### src/common/pnme_defines.svh
`ifndef PNME_DEFINES_SVH
`define PNME_DEFINES_SVH

// ---------------------------------------------------------------
// clock and timing
// ---------------------------------------------------------------
`define PNME_MCLK_HZ        25000000
`define PNME_MS_CYCLES      (`PNME_MCLK_HZ / 1000)
`define PNME_TX_PER0_MS     1000
`define PNME_TX_PER1_MS     768
`define PNME_TX_PER2_MS     512
`define PNME_TX_PER3_MS     256
`define PNME_RX_GAP0_MS     64
`define PNME_RX_GAP1_MS     256
`define PNME_RX_GAP2_MS     512
`define PNME_RX_GAP3_MS     1000

// ---------------------------------------------------------------
// register indices; byte address is four times the index
// ---------------------------------------------------------------
`define PNME_IDX_NP_RX      8'h08
`define PNME_IDX_MMD_CTRL   8'h0D
`define PNME_IDX_MMD_DATA   8'h0E
`define PNME_IDX_ENERGY_DETECT_POWER_DOWN_CFG   8'h10
`define PNME_IDX_MODE_CTRL  8'h11
`define PNME_IDX_STATUS     8'h12
`define PNME_IDX_CHIP_RST   8'h1F
`define PNME_BYTE_ADDR(i)   (8'((i) << 2))

// ---------------------------------------------------------------
// field positions, writable masks and reset values
// ---------------------------------------------------------------
`define PNME_NP_ACK         14
`define PNME_MMD_FUNC_HI    15
`define PNME_MMD_FUNC_LO    14
`define PNME_MMD_TARGET_DEVICE_SELECT_HI   4
`define PNME_MMD_MASK       16'hC01F
`define PNME_MMD_RESET      16'h0000
`define PNME_ADDR_RESET     16'h0000
`define PNME_ENERGY_DETECT_POWER_DOWN_TXEN      15
`define PNME_ENERGY_DETECT_POWER_DOWN_TXPER_HI  14
`define PNME_ENERGY_DETECT_POWER_DOWN_TXPER_LO  13
`define PNME_ENERGY_DETECT_POWER_DOWN_SINGLE    12
`define PNME_ENERGY_DETECT_POWER_DOWN_RXGAP_HI  11
`define PNME_ENERGY_DETECT_POWER_DOWN_RXGAP_LO  10
`define PNME_ENERGY_DETECT_POWER_DOWN_INDEP     3
`define PNME_ENERGY_DETECT_POWER_DOWN_MASK      16'hFC08
`define PNME_ENERGY_DETECT_POWER_DOWN_RESET     16'h0000
`define PNME_MODE_EDPWR     13
`define PNME_MODE_MASK      16'h2000
`define PNME_MODE_RESET     16'h0000
`define PNME_CHIP_PHYRST    0

`endif

### src/common/pnme_pkg.sv
package pnme_pkg;

  typedef enum logic [2:0]
  {
    PNME_R_NONE,
    PNME_R_NP_RX,
    PNME_R_MMD_CTRL,
    PNME_R_MMD_DATA,
    PNME_R_ENERGY_DETECT_POWER_DOWN_CFG,
    PNME_R_MODE_CTRL,
    PNME_R_STATUS,
    PNME_R_CHIP_RST
  } pnme_reg_t;

  typedef enum logic [1:0]
  {
    PNME_MMD_ADDR = 2'h0,
    PNME_MMD_DATA = 2'h1,
    PNME_MMD_RSV2 = 2'h2,
    PNME_MMD_RSV3 = 2'h3
  } pnme_mmd_func_t;

  typedef enum logic [1:0]
  {
    PNME_WK_IDLE  = 2'b00,
    PNME_WK_ARMED = 2'b01
  } pnme_wake_state_t;

  typedef logic [10:0] pnme_ms_t;

endpackage

### src/design/pnme_nlp_tx.sv
`include "pnme_defines.svh"

module pnme_nlp_tx
(
  input  wire logic       mclk,
  input  wire logic       reset_n,
  input  wire logic       clear,
  input  wire logic       run,
  input  wire logic       ms_tick,
  input  wire logic [1:0] period_sel,
  output logic            pulse_reg
);

  pnme_pkg::pnme_ms_t elapsed_reg;
  pnme_pkg::pnme_ms_t period_ms;

  function automatic pnme_pkg::pnme_ms_t tx_period(input logic [1:0] s);
    case (s)
      2'h0:    tx_period = 11'(`PNME_TX_PER0_MS);
      2'h1:    tx_period = 11'(`PNME_TX_PER1_MS);
      2'h2:    tx_period = 11'(`PNME_TX_PER2_MS);
      default: tx_period = 11'(`PNME_TX_PER3_MS);
    endcase
  endfunction

  assign period_ms = tx_period(period_sel);

  // ---------------------------------------------------------------
  // interval counter in milliseconds
  // ---------------------------------------------------------------
  // a period change takes effect at once; a count already past the
  // new period fires on the next tick rather than wrapping
  always_ff @(posedge mclk or negedge reset_n)
  begin
    if (!reset_n)
    begin
      elapsed_reg <= 11'h000;
      pulse_reg   <= 1'b0;
    end
    else if (clear || !run)
    begin
      elapsed_reg <= 11'h000;
      pulse_reg   <= 1'b0;
    end
    else if (ms_tick && (elapsed_reg >= period_ms - 11'h001))
    begin
      elapsed_reg <= 11'h000;
      pulse_reg   <= 1'b1;
    end
    else
    begin
      if (ms_tick)
        elapsed_reg <= elapsed_reg + 11'h001;
      pulse_reg <= 1'b0;
    end
  end

endmodule

### src/design/pnme_regs.sv
// Design decision made here: the AXI4-Lite slave port.
`include "pnme_defines.svh"

module pnme_regs
#(
  parameter int unsigned MS_CYCLES = `PNME_MS_CYCLES
)
(
  input  wire logic        mclk,
  input  wire logic        reset_n,
  input  wire logic        s_axi_awvalid,
  output logic             s_axi_awready,
  input  wire logic [7:0]  s_axi_awaddr,
  input  wire logic        s_axi_wvalid,
  output logic             s_axi_wready,
  input  wire logic [31:0] s_axi_wdata,
  input  wire logic [3:0]  s_axi_wstrb,
  output logic             s_axi_bvalid,
  input  wire logic        s_axi_bready,
  output logic [1:0]       s_axi_bresp,
  input  wire logic        s_axi_arvalid,
  output logic             s_axi_arready,
  input  wire logic [7:0]  s_axi_araddr,
  output logic             s_axi_rvalid,
  input  wire logic        s_axi_rready,
  output logic [31:0]      s_axi_rdata,
  output logic [1:0]       s_axi_rresp,
  input  wire logic        np_rx_strobe,
  input  wire logic [15:0] np_rx_word,
  input  wire logic [15:0] mmd_rdata,
  output logic             mmd_wr,
  output logic             mmd_rd,
  output logic [4:0]       mmd_target_device_select,
  output logic [15:0]      mmd_addr,
  output logic [15:0]      mmd_wdata,
  input  wire logic        port_in_powerdown,
  input  wire logic        other_port_powerdown,
  input  wire logic        nlp_rx_pulse,
  output logic             nlp_tx_pulse,
  output logic             wake_event,
  output logic             energy_powerdown_enable
);

  localparam int unsigned PRE_W = $clog2(MS_CYCLES + 1);

  // ---------------------------------------------------------------
  // state
  // ---------------------------------------------------------------
  logic                awready_reg;
  logic                wready_reg;
  logic                bvalid_reg;
  logic [1:0]          bresp_reg;
  logic                arready_reg;
  logic                rvalid_reg;
  logic [31:0]         rdata_reg;
  logic [1:0]          rresp_reg;
  logic [7:0]          awaddr_reg;
  logic [31:0]         wdata_reg;
  logic [3:0]          wstrb_reg;
  logic [15:0]         np_rx_reg;
  logic [15:0]         mmd_ctrl_reg;
  logic [15:0]         mmd_addr_reg;
  logic [15:0]         mmd_wdata_reg;
  logic                mmd_wr_reg;
  logic                mmd_rd_reg;
  logic [15:0]         energy_detect_power_down_cfg_reg;
  logic [15:0]         mode_reg;
  logic                phy_rst_reg;
  logic [PRE_W-1:0]    pre_reg;
  logic                ms_tick_reg;
  logic                do_write;
  logic                do_read;
  pnme_pkg::pnme_reg_t wr_sel;
  pnme_pkg::pnme_reg_t rd_sel;
  pnme_pkg::pnme_mmd_func_t mmd_func;
  logic                pd_active;
  logic                tx_run;
  logic                wake_armed;
  logic [15:0]         rd_value;

  // ---------------------------------------------------------------
  // helpers
  // ---------------------------------------------------------------
  function automatic pnme_pkg::pnme_reg_t reg_decode(input logic [7:0] a);
    if (a == `PNME_BYTE_ADDR(`PNME_IDX_NP_RX))
      reg_decode = pnme_pkg::PNME_R_NP_RX;
    else if (a == `PNME_BYTE_ADDR(`PNME_IDX_MMD_CTRL))
      reg_decode = pnme_pkg::PNME_R_MMD_CTRL;
    else if (a == `PNME_BYTE_ADDR(`PNME_IDX_MMD_DATA))
      reg_decode = pnme_pkg::PNME_R_MMD_DATA;
    else if (a == `PNME_BYTE_ADDR(`PNME_IDX_ENERGY_DETECT_POWER_DOWN_CFG))
      reg_decode = pnme_pkg::PNME_R_ENERGY_DETECT_POWER_DOWN_CFG;
    else if (a == `PNME_BYTE_ADDR(`PNME_IDX_MODE_CTRL))
      reg_decode = pnme_pkg::PNME_R_MODE_CTRL;
    else if (a == `PNME_BYTE_ADDR(`PNME_IDX_STATUS))
      reg_decode = pnme_pkg::PNME_R_STATUS;
    else if (a == `PNME_BYTE_ADDR(`PNME_IDX_CHIP_RST))
      reg_decode = pnme_pkg::PNME_R_CHIP_RST;
    else
      reg_decode = pnme_pkg::PNME_R_NONE;
  endfunction

  // byte-lane merge restricted to the writable bits
  function automatic logic [15:0] merge16(input logic [15:0] old,
                                          input logic [31:0] d,
                                          input logic [3:0]  s,
                                          input logic [15:0] m);
    logic [15:0] n;
    n = old;
    if (s[0])
      n[7:0] = d[7:0];
    if (s[1])
      n[15:8] = d[15:8];
    merge16 = (n & m) | (old & ~m);
  endfunction

  assign wr_sel   = reg_decode(awaddr_reg);
  assign rd_sel   = reg_decode(s_axi_araddr);
  assign mmd_func = pnme_pkg::pnme_mmd_func_t'(
                      mmd_ctrl_reg[`PNME_MMD_FUNC_HI:`PNME_MMD_FUNC_LO]);
  assign do_write = !awready_reg && !wready_reg && !bvalid_reg;
  assign do_read  = s_axi_arvalid && arready_reg;

  // ---------------------------------------------------------------
  // write channels
  // ---------------------------------------------------------------
  // address and data are taken independently; the write lands once
  // both are held, and both readies return once the response is accepted
  always_ff @(posedge mclk or negedge reset_n)
  begin
    if (!reset_n)
    begin
      awready_reg <= 1'b1;
      wready_reg  <= 1'b1;
      bvalid_reg  <= 1'b0;
      bresp_reg   <= 2'h0;
      awaddr_reg  <= 8'h00;
      wdata_reg   <= 32'h0000_0000;
      wstrb_reg   <= 4'h0;
    end
    else
    begin
      if (s_axi_awvalid && awready_reg)
      begin
        awready_reg <= 1'b0;
        awaddr_reg  <= s_axi_awaddr;
      end
      if (s_axi_wvalid && wready_reg)
      begin
        wready_reg <= 1'b0;
        wdata_reg  <= s_axi_wdata;
        wstrb_reg  <= s_axi_wstrb;
      end
      if (do_write)
      begin
        bvalid_reg <= 1'b1;
        bresp_reg  <= (wr_sel == pnme_pkg::PNME_R_NONE) ? 2'h2 : 2'h0;
      end
      else if (bvalid_reg && s_axi_bready)
      begin
        bvalid_reg  <= 1'b0;
        awready_reg <= 1'b1;
        wready_reg  <= 1'b1;
      end
    end
  end

  // ---------------------------------------------------------------
  // read channel
  // ---------------------------------------------------------------
  always_comb
  begin
    rd_value = 16'h0000;
    case (rd_sel)
      pnme_pkg::PNME_R_NP_RX:     rd_value = np_rx_reg;
      pnme_pkg::PNME_R_MMD_CTRL:  rd_value = mmd_ctrl_reg;
      pnme_pkg::PNME_R_MMD_DATA:
        rd_value = (mmd_func == pnme_pkg::PNME_MMD_ADDR) ?
                   mmd_addr_reg : mmd_rdata;
      pnme_pkg::PNME_R_ENERGY_DETECT_POWER_DOWN_CFG:  rd_value = energy_detect_power_down_cfg_reg;
      pnme_pkg::PNME_R_MODE_CTRL: rd_value = mode_reg;
      pnme_pkg::PNME_R_STATUS:
        rd_value = {13'h0000, wake_armed, tx_run, pd_active};
      default:                    rd_value = 16'h0000;
    endcase
  end

  always_ff @(posedge mclk or negedge reset_n)
  begin
    if (!reset_n)
    begin
      arready_reg <= 1'b1;
      rvalid_reg  <= 1'b0;
      rdata_reg   <= 32'h0000_0000;
      rresp_reg   <= 2'h0;
    end
    else if (do_read)
    begin
      arready_reg <= 1'b0;
      rvalid_reg  <= 1'b1;
      rdata_reg   <= {16'h0000, rd_value};
      rresp_reg   <= (rd_sel == pnme_pkg::PNME_R_NONE) ? 2'h2 : 2'h0;
    end
    else if (rvalid_reg && s_axi_rready)
    begin
      arready_reg <= 1'b1;
      rvalid_reg  <= 1'b0;
    end
  end

  // ---------------------------------------------------------------
  // partner next page
  // ---------------------------------------------------------------
  // bit 14 is forced to one: it reports receipt, not the partner's
  // own acknowledge bit
  always_ff @(posedge mclk or negedge reset_n)
  begin
    if (!reset_n)
      np_rx_reg <= 16'h0000;
    else if (np_rx_strobe)
    begin
      np_rx_reg              <= np_rx_word;
      np_rx_reg[`PNME_NP_ACK] <= 1'b1;
    end
  end

  // ---------------------------------------------------------------
  // indirect device access
  // ---------------------------------------------------------------
  // reserved function codes are stored as written and act as data
  always_ff @(posedge mclk or negedge reset_n)
  begin
    if (!reset_n)
      mmd_ctrl_reg <= `PNME_MMD_RESET;
    else if (do_write && wr_sel == pnme_pkg::PNME_R_MMD_CTRL)
      mmd_ctrl_reg <= merge16(mmd_ctrl_reg, wdata_reg, wstrb_reg,
                              `PNME_MMD_MASK);
  end

  always_ff @(posedge mclk or negedge reset_n)
  begin
    if (!reset_n)
    begin
      mmd_addr_reg  <= `PNME_ADDR_RESET;
      mmd_wdata_reg <= `PNME_ADDR_RESET;
      mmd_wr_reg    <= 1'b0;
    end
    else
    begin
      mmd_wr_reg <= 1'b0;
      if (do_write && wr_sel == pnme_pkg::PNME_R_MMD_DATA)
      begin
        if (mmd_func == pnme_pkg::PNME_MMD_ADDR)
          mmd_addr_reg <= merge16(mmd_addr_reg, wdata_reg, wstrb_reg,
                                  16'hFFFF);
        else
        begin
          mmd_wdata_reg <= merge16(mmd_wdata_reg, wdata_reg, wstrb_reg,
                                   16'hFFFF);
          mmd_wr_reg    <= 1'b1;
        end
      end
    end
  end

  // mmd_rdata is taken in the cycle before the read strobe is made
  always_ff @(posedge mclk or negedge reset_n)
  begin
    if (!reset_n)
      mmd_rd_reg <= 1'b0;
    else
      mmd_rd_reg <= do_read && rd_sel == pnme_pkg::PNME_R_MMD_DATA &&
                    mmd_func != pnme_pkg::PNME_MMD_ADDR;
  end

  // ---------------------------------------------------------------
  // power-down configuration and mode
  // ---------------------------------------------------------------
  always_ff @(posedge mclk or negedge reset_n)
  begin
    if (!reset_n)
      phy_rst_reg <= 1'b0;
    else
      phy_rst_reg <= do_write && wr_sel == pnme_pkg::PNME_R_CHIP_RST &&
                     wstrb_reg[0] && wdata_reg[`PNME_CHIP_PHYRST];
  end

  always_ff @(posedge mclk or negedge reset_n)
  begin
    if (!reset_n)
      energy_detect_power_down_cfg_reg <= `PNME_ENERGY_DETECT_POWER_DOWN_RESET;
    else if (phy_rst_reg)
      energy_detect_power_down_cfg_reg <= `PNME_ENERGY_DETECT_POWER_DOWN_RESET;
    else if (do_write && wr_sel == pnme_pkg::PNME_R_ENERGY_DETECT_POWER_DOWN_CFG)
      energy_detect_power_down_cfg_reg <= merge16(energy_detect_power_down_cfg_reg, wdata_reg, wstrb_reg,
                              `PNME_ENERGY_DETECT_POWER_DOWN_MASK);
  end

  // not cleared by the phy reset pulse
  always_ff @(posedge mclk or negedge reset_n)
  begin
    if (!reset_n)
      mode_reg <= `PNME_MODE_RESET;
    else if (do_write && wr_sel == pnme_pkg::PNME_R_MODE_CTRL)
      mode_reg <= merge16(mode_reg, wdata_reg, wstrb_reg,
                          `PNME_MODE_MASK);
  end

  // ---------------------------------------------------------------
  // millisecond prescaler shared by both timers
  // ---------------------------------------------------------------
  always_ff @(posedge mclk or negedge reset_n)
  begin
    if (!reset_n)
    begin
      pre_reg     <= '0;
      ms_tick_reg <= 1'b0;
    end
    else if (pre_reg == PRE_W'(MS_CYCLES - 1))
    begin
      pre_reg     <= '0;
      ms_tick_reg <= 1'b1;
    end
    else
    begin
      pre_reg     <= pre_reg + PRE_W'(1);
      ms_tick_reg <= 1'b0;
    end
  end

  // ---------------------------------------------------------------
  // link pulse generation and wake detection
  // ---------------------------------------------------------------
  assign pd_active = mode_reg[`PNME_MODE_EDPWR] && port_in_powerdown;
  assign tx_run    = energy_detect_power_down_cfg_reg[`PNME_ENERGY_DETECT_POWER_DOWN_TXEN] && pd_active &&
                     (energy_detect_power_down_cfg_reg[`PNME_ENERGY_DETECT_POWER_DOWN_INDEP] ||
                      other_port_powerdown);

  pnme_nlp_tx u_nlp_tx
  (
    .mclk       (mclk),
    .reset_n    (reset_n),
    .clear      (phy_rst_reg),
    .run        (tx_run),
    .ms_tick    (ms_tick_reg),
    .period_sel (energy_detect_power_down_cfg_reg[`PNME_ENERGY_DETECT_POWER_DOWN_TXPER_HI:`PNME_ENERGY_DETECT_POWER_DOWN_TXPER_LO]),
    .pulse_reg  (nlp_tx_pulse)
  );

  pnme_wake_det u_wake_det
  (
    .mclk      (mclk),
    .reset_n   (reset_n),
    .clear     (phy_rst_reg),
    .active    (pd_active),
    .single    (energy_detect_power_down_cfg_reg[`PNME_ENERGY_DETECT_POWER_DOWN_SINGLE]),
    .ms_tick   (ms_tick_reg),
    .gap_sel   (energy_detect_power_down_cfg_reg[`PNME_ENERGY_DETECT_POWER_DOWN_RXGAP_HI:`PNME_ENERGY_DETECT_POWER_DOWN_RXGAP_LO]),
    .nlp_rx    (nlp_rx_pulse),
    .wake_reg  (wake_event),
    .armed_reg (wake_armed)
  );

  // ---------------------------------------------------------------
  // outputs
  // ---------------------------------------------------------------
  assign s_axi_awready           = awready_reg;
  assign s_axi_wready            = wready_reg;
  assign s_axi_bvalid            = bvalid_reg;
  assign s_axi_bresp             = bresp_reg;
  assign s_axi_arready           = arready_reg;
  assign s_axi_rvalid            = rvalid_reg;
  assign s_axi_rdata             = rdata_reg;
  assign s_axi_rresp             = rresp_reg;
  assign mmd_wr                  = mmd_wr_reg;
  assign mmd_rd                  = mmd_rd_reg;
  assign mmd_target_device_select               = mmd_ctrl_reg[`PNME_MMD_TARGET_DEVICE_SELECT_HI:0];
  assign mmd_addr                = mmd_addr_reg;
  assign mmd_wdata               = mmd_wdata_reg;
  assign energy_powerdown_enable = mode_reg[`PNME_MODE_EDPWR];

endmodule

### src/design/pnme_wake_det.sv
`include "pnme_defines.svh"

module pnme_wake_det
(
  input  wire logic       mclk,
  input  wire logic       reset_n,
  input  wire logic       clear,
  input  wire logic       active,
  input  wire logic       single,
  input  wire logic       ms_tick,
  input  wire logic [1:0] gap_sel,
  input  wire logic       nlp_rx,
  output logic            wake_reg,
  output logic            armed_reg
);

  pnme_pkg::pnme_wake_state_t state_reg;
  pnme_pkg::pnme_ms_t         gap_reg;
  pnme_pkg::pnme_ms_t         gap_ms;

  function automatic pnme_pkg::pnme_ms_t rx_gap(input logic [1:0] s);
    case (s)
      2'h0:    rx_gap = 11'(`PNME_RX_GAP0_MS);
      2'h1:    rx_gap = 11'(`PNME_RX_GAP1_MS);
      2'h2:    rx_gap = 11'(`PNME_RX_GAP2_MS);
      default: rx_gap = 11'(`PNME_RX_GAP3_MS);
    endcase
  endfunction

  assign gap_ms = rx_gap(gap_sel);

  // ---------------------------------------------------------------
  // pulse pairing
  // ---------------------------------------------------------------
  // gap resolution is one millisecond tick; a late second pulse
  // opens a fresh window instead of being dropped
  always_ff @(posedge mclk or negedge reset_n)
  begin
    if (!reset_n)
    begin
      state_reg <= pnme_pkg::PNME_WK_IDLE;
      gap_reg   <= 11'h000;
      wake_reg  <= 1'b0;
    end
    else if (clear || !active)
    begin
      state_reg <= pnme_pkg::PNME_WK_IDLE;
      gap_reg   <= 11'h000;
      wake_reg  <= 1'b0;
    end
    else
    begin
      wake_reg <= 1'b0;
      case (state_reg)
        pnme_pkg::PNME_WK_IDLE:
        begin
          gap_reg <= 11'h000;
          if (nlp_rx && single)
            wake_reg <= 1'b1;
          else if (nlp_rx)
            state_reg <= pnme_pkg::PNME_WK_ARMED;
        end
        pnme_pkg::PNME_WK_ARMED:
        begin
          if (nlp_rx && (single || gap_reg <= gap_ms))
          begin
            wake_reg  <= 1'b1;
            state_reg <= pnme_pkg::PNME_WK_IDLE;
          end
          else if (nlp_rx)
            gap_reg <= 11'h000;
          else if (ms_tick && gap_reg <= gap_ms)
            gap_reg <= gap_reg + 11'h001;
        end
        default:
          state_reg <= pnme_pkg::PNME_WK_IDLE;
      endcase
    end
  end

  assign armed_reg = (state_reg == pnme_pkg::PNME_WK_ARMED);

endmodule
### config.mk
export PLATFORM = sky130hd
export DESIGN_NAME = pnme_regs
export DESIGN_NICKNAME = d
export VERILOG_FILES = /design/src/common/pnme_pkg.sv /design/src/design/pnme_nlp_tx.sv /design/src/design/pnme_regs.sv /design/src/design/pnme_wake_det.sv
export VERILOG_INCLUDE_DIRS = /design/src /design/src/common
export SDC_FILE = /design/constraint.sdc
export NUM_CORES = 1
export LEC_CHECK = 0
export ABC_AREA = 1
export BUFFER_PORTS_ARGS = -buffer_cell sky130_fd_sc_hd__clkbuf_2
export CAP_MARGIN = 20
export CORE_ASPECT_RATIO = 0.8
export CORE_MARGIN = 2
export CORE_UTILIZATION = 60
export CTS_BUF_LIST = sky130_fd_sc_hd__clkbuf_4
export CTS_CLUSTER_DIAMETER = 100
export DETAILED_ROUTE_END_ITERATION = 10
export HOLD_SLACK_MARGIN = 0.03
export PLACE_DENSITY = 0.87
export SLEW_MARGIN = 30
export SYNTH_ARGS = -nofsm -noshare
export SYNTH_HDL_FRONTEND = slang
export SYNTH_HIERARCHICAL = 1
export SYNTH_SLANG_ARGS = --single-unit
### constraint.sdc
create_clock -name mclk -period 3.2 [get_ports mclk]
set_clock_uncertainty 0.1 [all_clocks]
set_input_delay 0.32 -clock mclk [delete_from_list [all_inputs] [get_ports mclk]]
set_output_delay 0.32 -clock mclk [all_outputs]
set_load 0.02 [all_outputs]
==> results.toml <==
[pwr]
power_density_mw_per_mm2 = 469
total_power_w = 0.00463
p_leak_nw = 5.19
worst_ir_drop_vdd_uv = 512

[routing]
dr.first_iter.drc_count = 574
vias = 7707
ant_nets = 0
vias_per_cell = 5.38
firstDrtPassIters = 5
avgRoutedWirePerCell_um = 15.2
drc_errors = 0
postRouteWirelength_um = 21800

[floorplanning]
core-area_mm2 = 0.0136
rows = 38
initial_core_util_pct = 61.8
die_y_um = 110
dieArea_mm2 = 0.0150
die_w_um = 136
ios = 178

[synthesis]
avgSynthCellArea_um2 = 7.95
yosysSeqAreaShare_pct = 46.5
syn_inst = 1057
synth_cell_types = 42
yosys_warnings = 6
synth_seq_cells = 156
synth_area_mm2 = 0.00840

[timing]
tightestPinTransition_ns = 0.993
max_slew_margin_pct = 33.5
post-route-min-period_ns = 2.39
final-hold-violation-count = 0
finalMaxSlewViolations = 0
fmaxAchievable_mhz = 418
rsz0062_at_grt = "false"
whs_ns = 0.0836
fin_crit_sh_pct = 74.7
fin_setup_tns_ns = 0
setup_violations = 0

[place]
place_area_mm2 = 0.00912
dpl.hpwl_um = 15500
portBuffers = 140
gp_congestion = 0.912

[cts]
cts-buffers-inserted = 17
clock_latency_ns = 0.58
ctsLongestPathBuffers = 2
numClockSinks = 156
cts_root_buf = "clkbuf_4"
tritoncts = "yes"
postCtsResizedCells = 0
cts_setup_buffers = 0
clk_pin_slew_ns = 0.14
htree_levels = 4

[setup_path]
crit_required_ns = 3.58
end_kind = "flop"
rrSetupSlack_ns = 0.81
worstReg2RegEnd = "u_wake_det/gap_reg[3]"
r2r_start = "energy_detect_power_down_cfg_reg[10]"
start_kind = "flop"
cp.arrival_ns = 2.77
path_class = "reg2reg"
path_max_fanout = 12
r2r_cells = 14

[final_layout]
syn_to_final_growth_pct = 17.6
final_area_mm2 = 0.00988
seq_area_mm2 = 0.00391
n_antenna_cell = 0
multiInputGateArea_mm2 = 0.00379
drive_gt1_share_pct = 20.8
final_core_util_pct = 72.6
final_common_cell = "nand2_1"
final_cell_mix = "nand2_1, dfrtp_1, clkbuf_2"
fillers = 1063
fin_nets = 1351

[hold_path]
hold_path.class = "in2reg"
hold_end = "s_axi_rdata[4]"
holdPathStages = 5
hold_start = "mmd_rdata[4]"

[outcome]
status = "finished, final reports clean"

[global_routing]
antenna_found_initial = 0
grt_pass1_vias = 7174
grt_pass1_wl_um = 35300
grt_max_degree = 73
gr-usage-all-layers_pct = 30.7
overflow = 0

[job]
cap_violations = 0
[cell usage after synthesis]
cell type | count | area share (%)
o21ai_1 | 4 | 0.24
dfstp_2 | 3 | 0.94
nor4_1 | 2 | 0.15
clkinv_1 | 2 | 0.089
a21oi_2 | 2 | 0.21
a21oi_1 | 37 | 2.2
mux2_2 | 7 | 0.94
nor3_1 | 9 | 0.54
nor2_8 | 2 | 0.48
clkbuf_1 | 14 | 0.63
dfrtp_1 | 153 | 46
o21ai_2 | 33 | 3.4
nor2_4 | 2 | 0.27
nand4_1 | 25 | 1.9
inv_1 | 111 | 5.0
buf_4 | 24 | 2.1
nor2_1 | 111 | 5.0
nand2_2 | 13 | 0.97
or2_2 | 1 | 0.075
or2_0 | 1 | 0.075
buf_2 | 4 | 0.24
xor2_1 | 11 | 1.1
nand2b_1 | 1 | 0.075
nand3_4 | 5 | 1.0
nor3b_1 | 3 | 0.27
nand3_1 | 77 | 4.6
nand2_4 | 3 | 0.40
o21ai_0 | 46 | 2.7
buf_6 | 5 | 0.67
conb_1 | 2 | 0.089
nand3_2 | 2 | 0.24
inv_2 | 3 | 0.13
nor3_4 | 1 | 0.19
ha_1 | 17 | 2.5
nand2_1 | 309 | 14
nor2_2 | 6 | 0.45
o211ai_1 | 1 | 0.089
buf_12 | 1 | 0.24
nand3b_1 | 1 | 0.089
xnor2_1 | 1 | 0.10
a21boi_1 | 1 | 0.089
buf_1 | 1 | 0.045
[worst max-delay path, stage by stage (launching register included)]
cell and delay (ns):
dfrtp_1 0.47, inv_1 0.10, ha_1 0.20, nor2_1 0.09, ha_1 0.25, nand2_1 0.13, inv_1 0.06, a21oi_1 0.19
nand2_2 0.09, nand2_1 0.08, nand2_2 0.06, nand2_4 0.15, nand2_4 0.16, nand2_1 0.10, nand2_1 0.05
[cell type report]
cell class,instances,share of cell area (%)
clock buffers,17,1.29
clock inverters,15,1.36
inverters,116,4.41
multi-input cells,753,38.4
flip-flops and latches,156,39.6
well taps,180,2.28
repair buffers,195,12.7
[power breakdown]
group / leakage, nW / internal (W) / switching, W
sequential: 2.03 / 0.00222 / 0.000208
combinational: 3.01 / 0.000325 / 0.000724
clock: 0.142 / 0.000396 / 0.000759
[stage by stage]
step                      instances  setup WS [ns]
final                          1432          0.810
after global routing           1432          0.666
after CTS                      1432          0.840
after detailed placement       1351          0.847
after global placement         1351          0.954
after floorplan                1074           1.15
[timing repair]
item / CTS / global route
setup endpoints to repair: 0 / 0
hold endpoints to repair: 117 / 0
hold buffers: 49 / 0
[cell families after synthesis]
logic type                 share of synthesized area (%)
AOI/OAI and AO/OA                                   9.01
xor gates and xnor gates                            1.25
adders and majority gates                           2.53
buffers and inverters                               9.14
DFF                                                 46.5
muxes                                              0.938
other                                             0.0894
and+or+nand+nor                                     30.5
[routing by layer]
metal,vias to the layer above,wire length [µm],part of all wire [%],global-route usage [%]
met5,-,0,0,0
met2,366,9870,45,48.0
met3,35,1970,9.0,7.19
li1,3699,-,-,-
met4,0,474,2.2,9.82
met1,3607,9490,44,42.7
[worst max path at each step]
stage                                          from                    end  slack (ns)  depth (start not counted)
4_1_cts        energy_detect_power_down_cfg_reg[10]  u_wake_det/gap_reg[3]        0.84                         16
6_report       energy_detect_power_down_cfg_reg[10]  u_wake_det/gap_reg[3]        0.81                         14
2_1_floorplan  energy_detect_power_down_cfg_reg[10]  u_wake_det/gap_reg[4]        1.15                         17
3_5_place_dp   energy_detect_power_down_cfg_reg[10]  u_wake_det/gap_reg[3]        0.85                         16
5_1_grt        energy_detect_power_down_cfg_reg[10]  u_wake_det/gap_reg[3]        0.67                         13
3_3_place_gp   energy_detect_power_down_cfg_reg[10]  u_wake_det/gap_reg[2]        0.95                         16
Note: power is estimated with default switching activity, not from simulation.
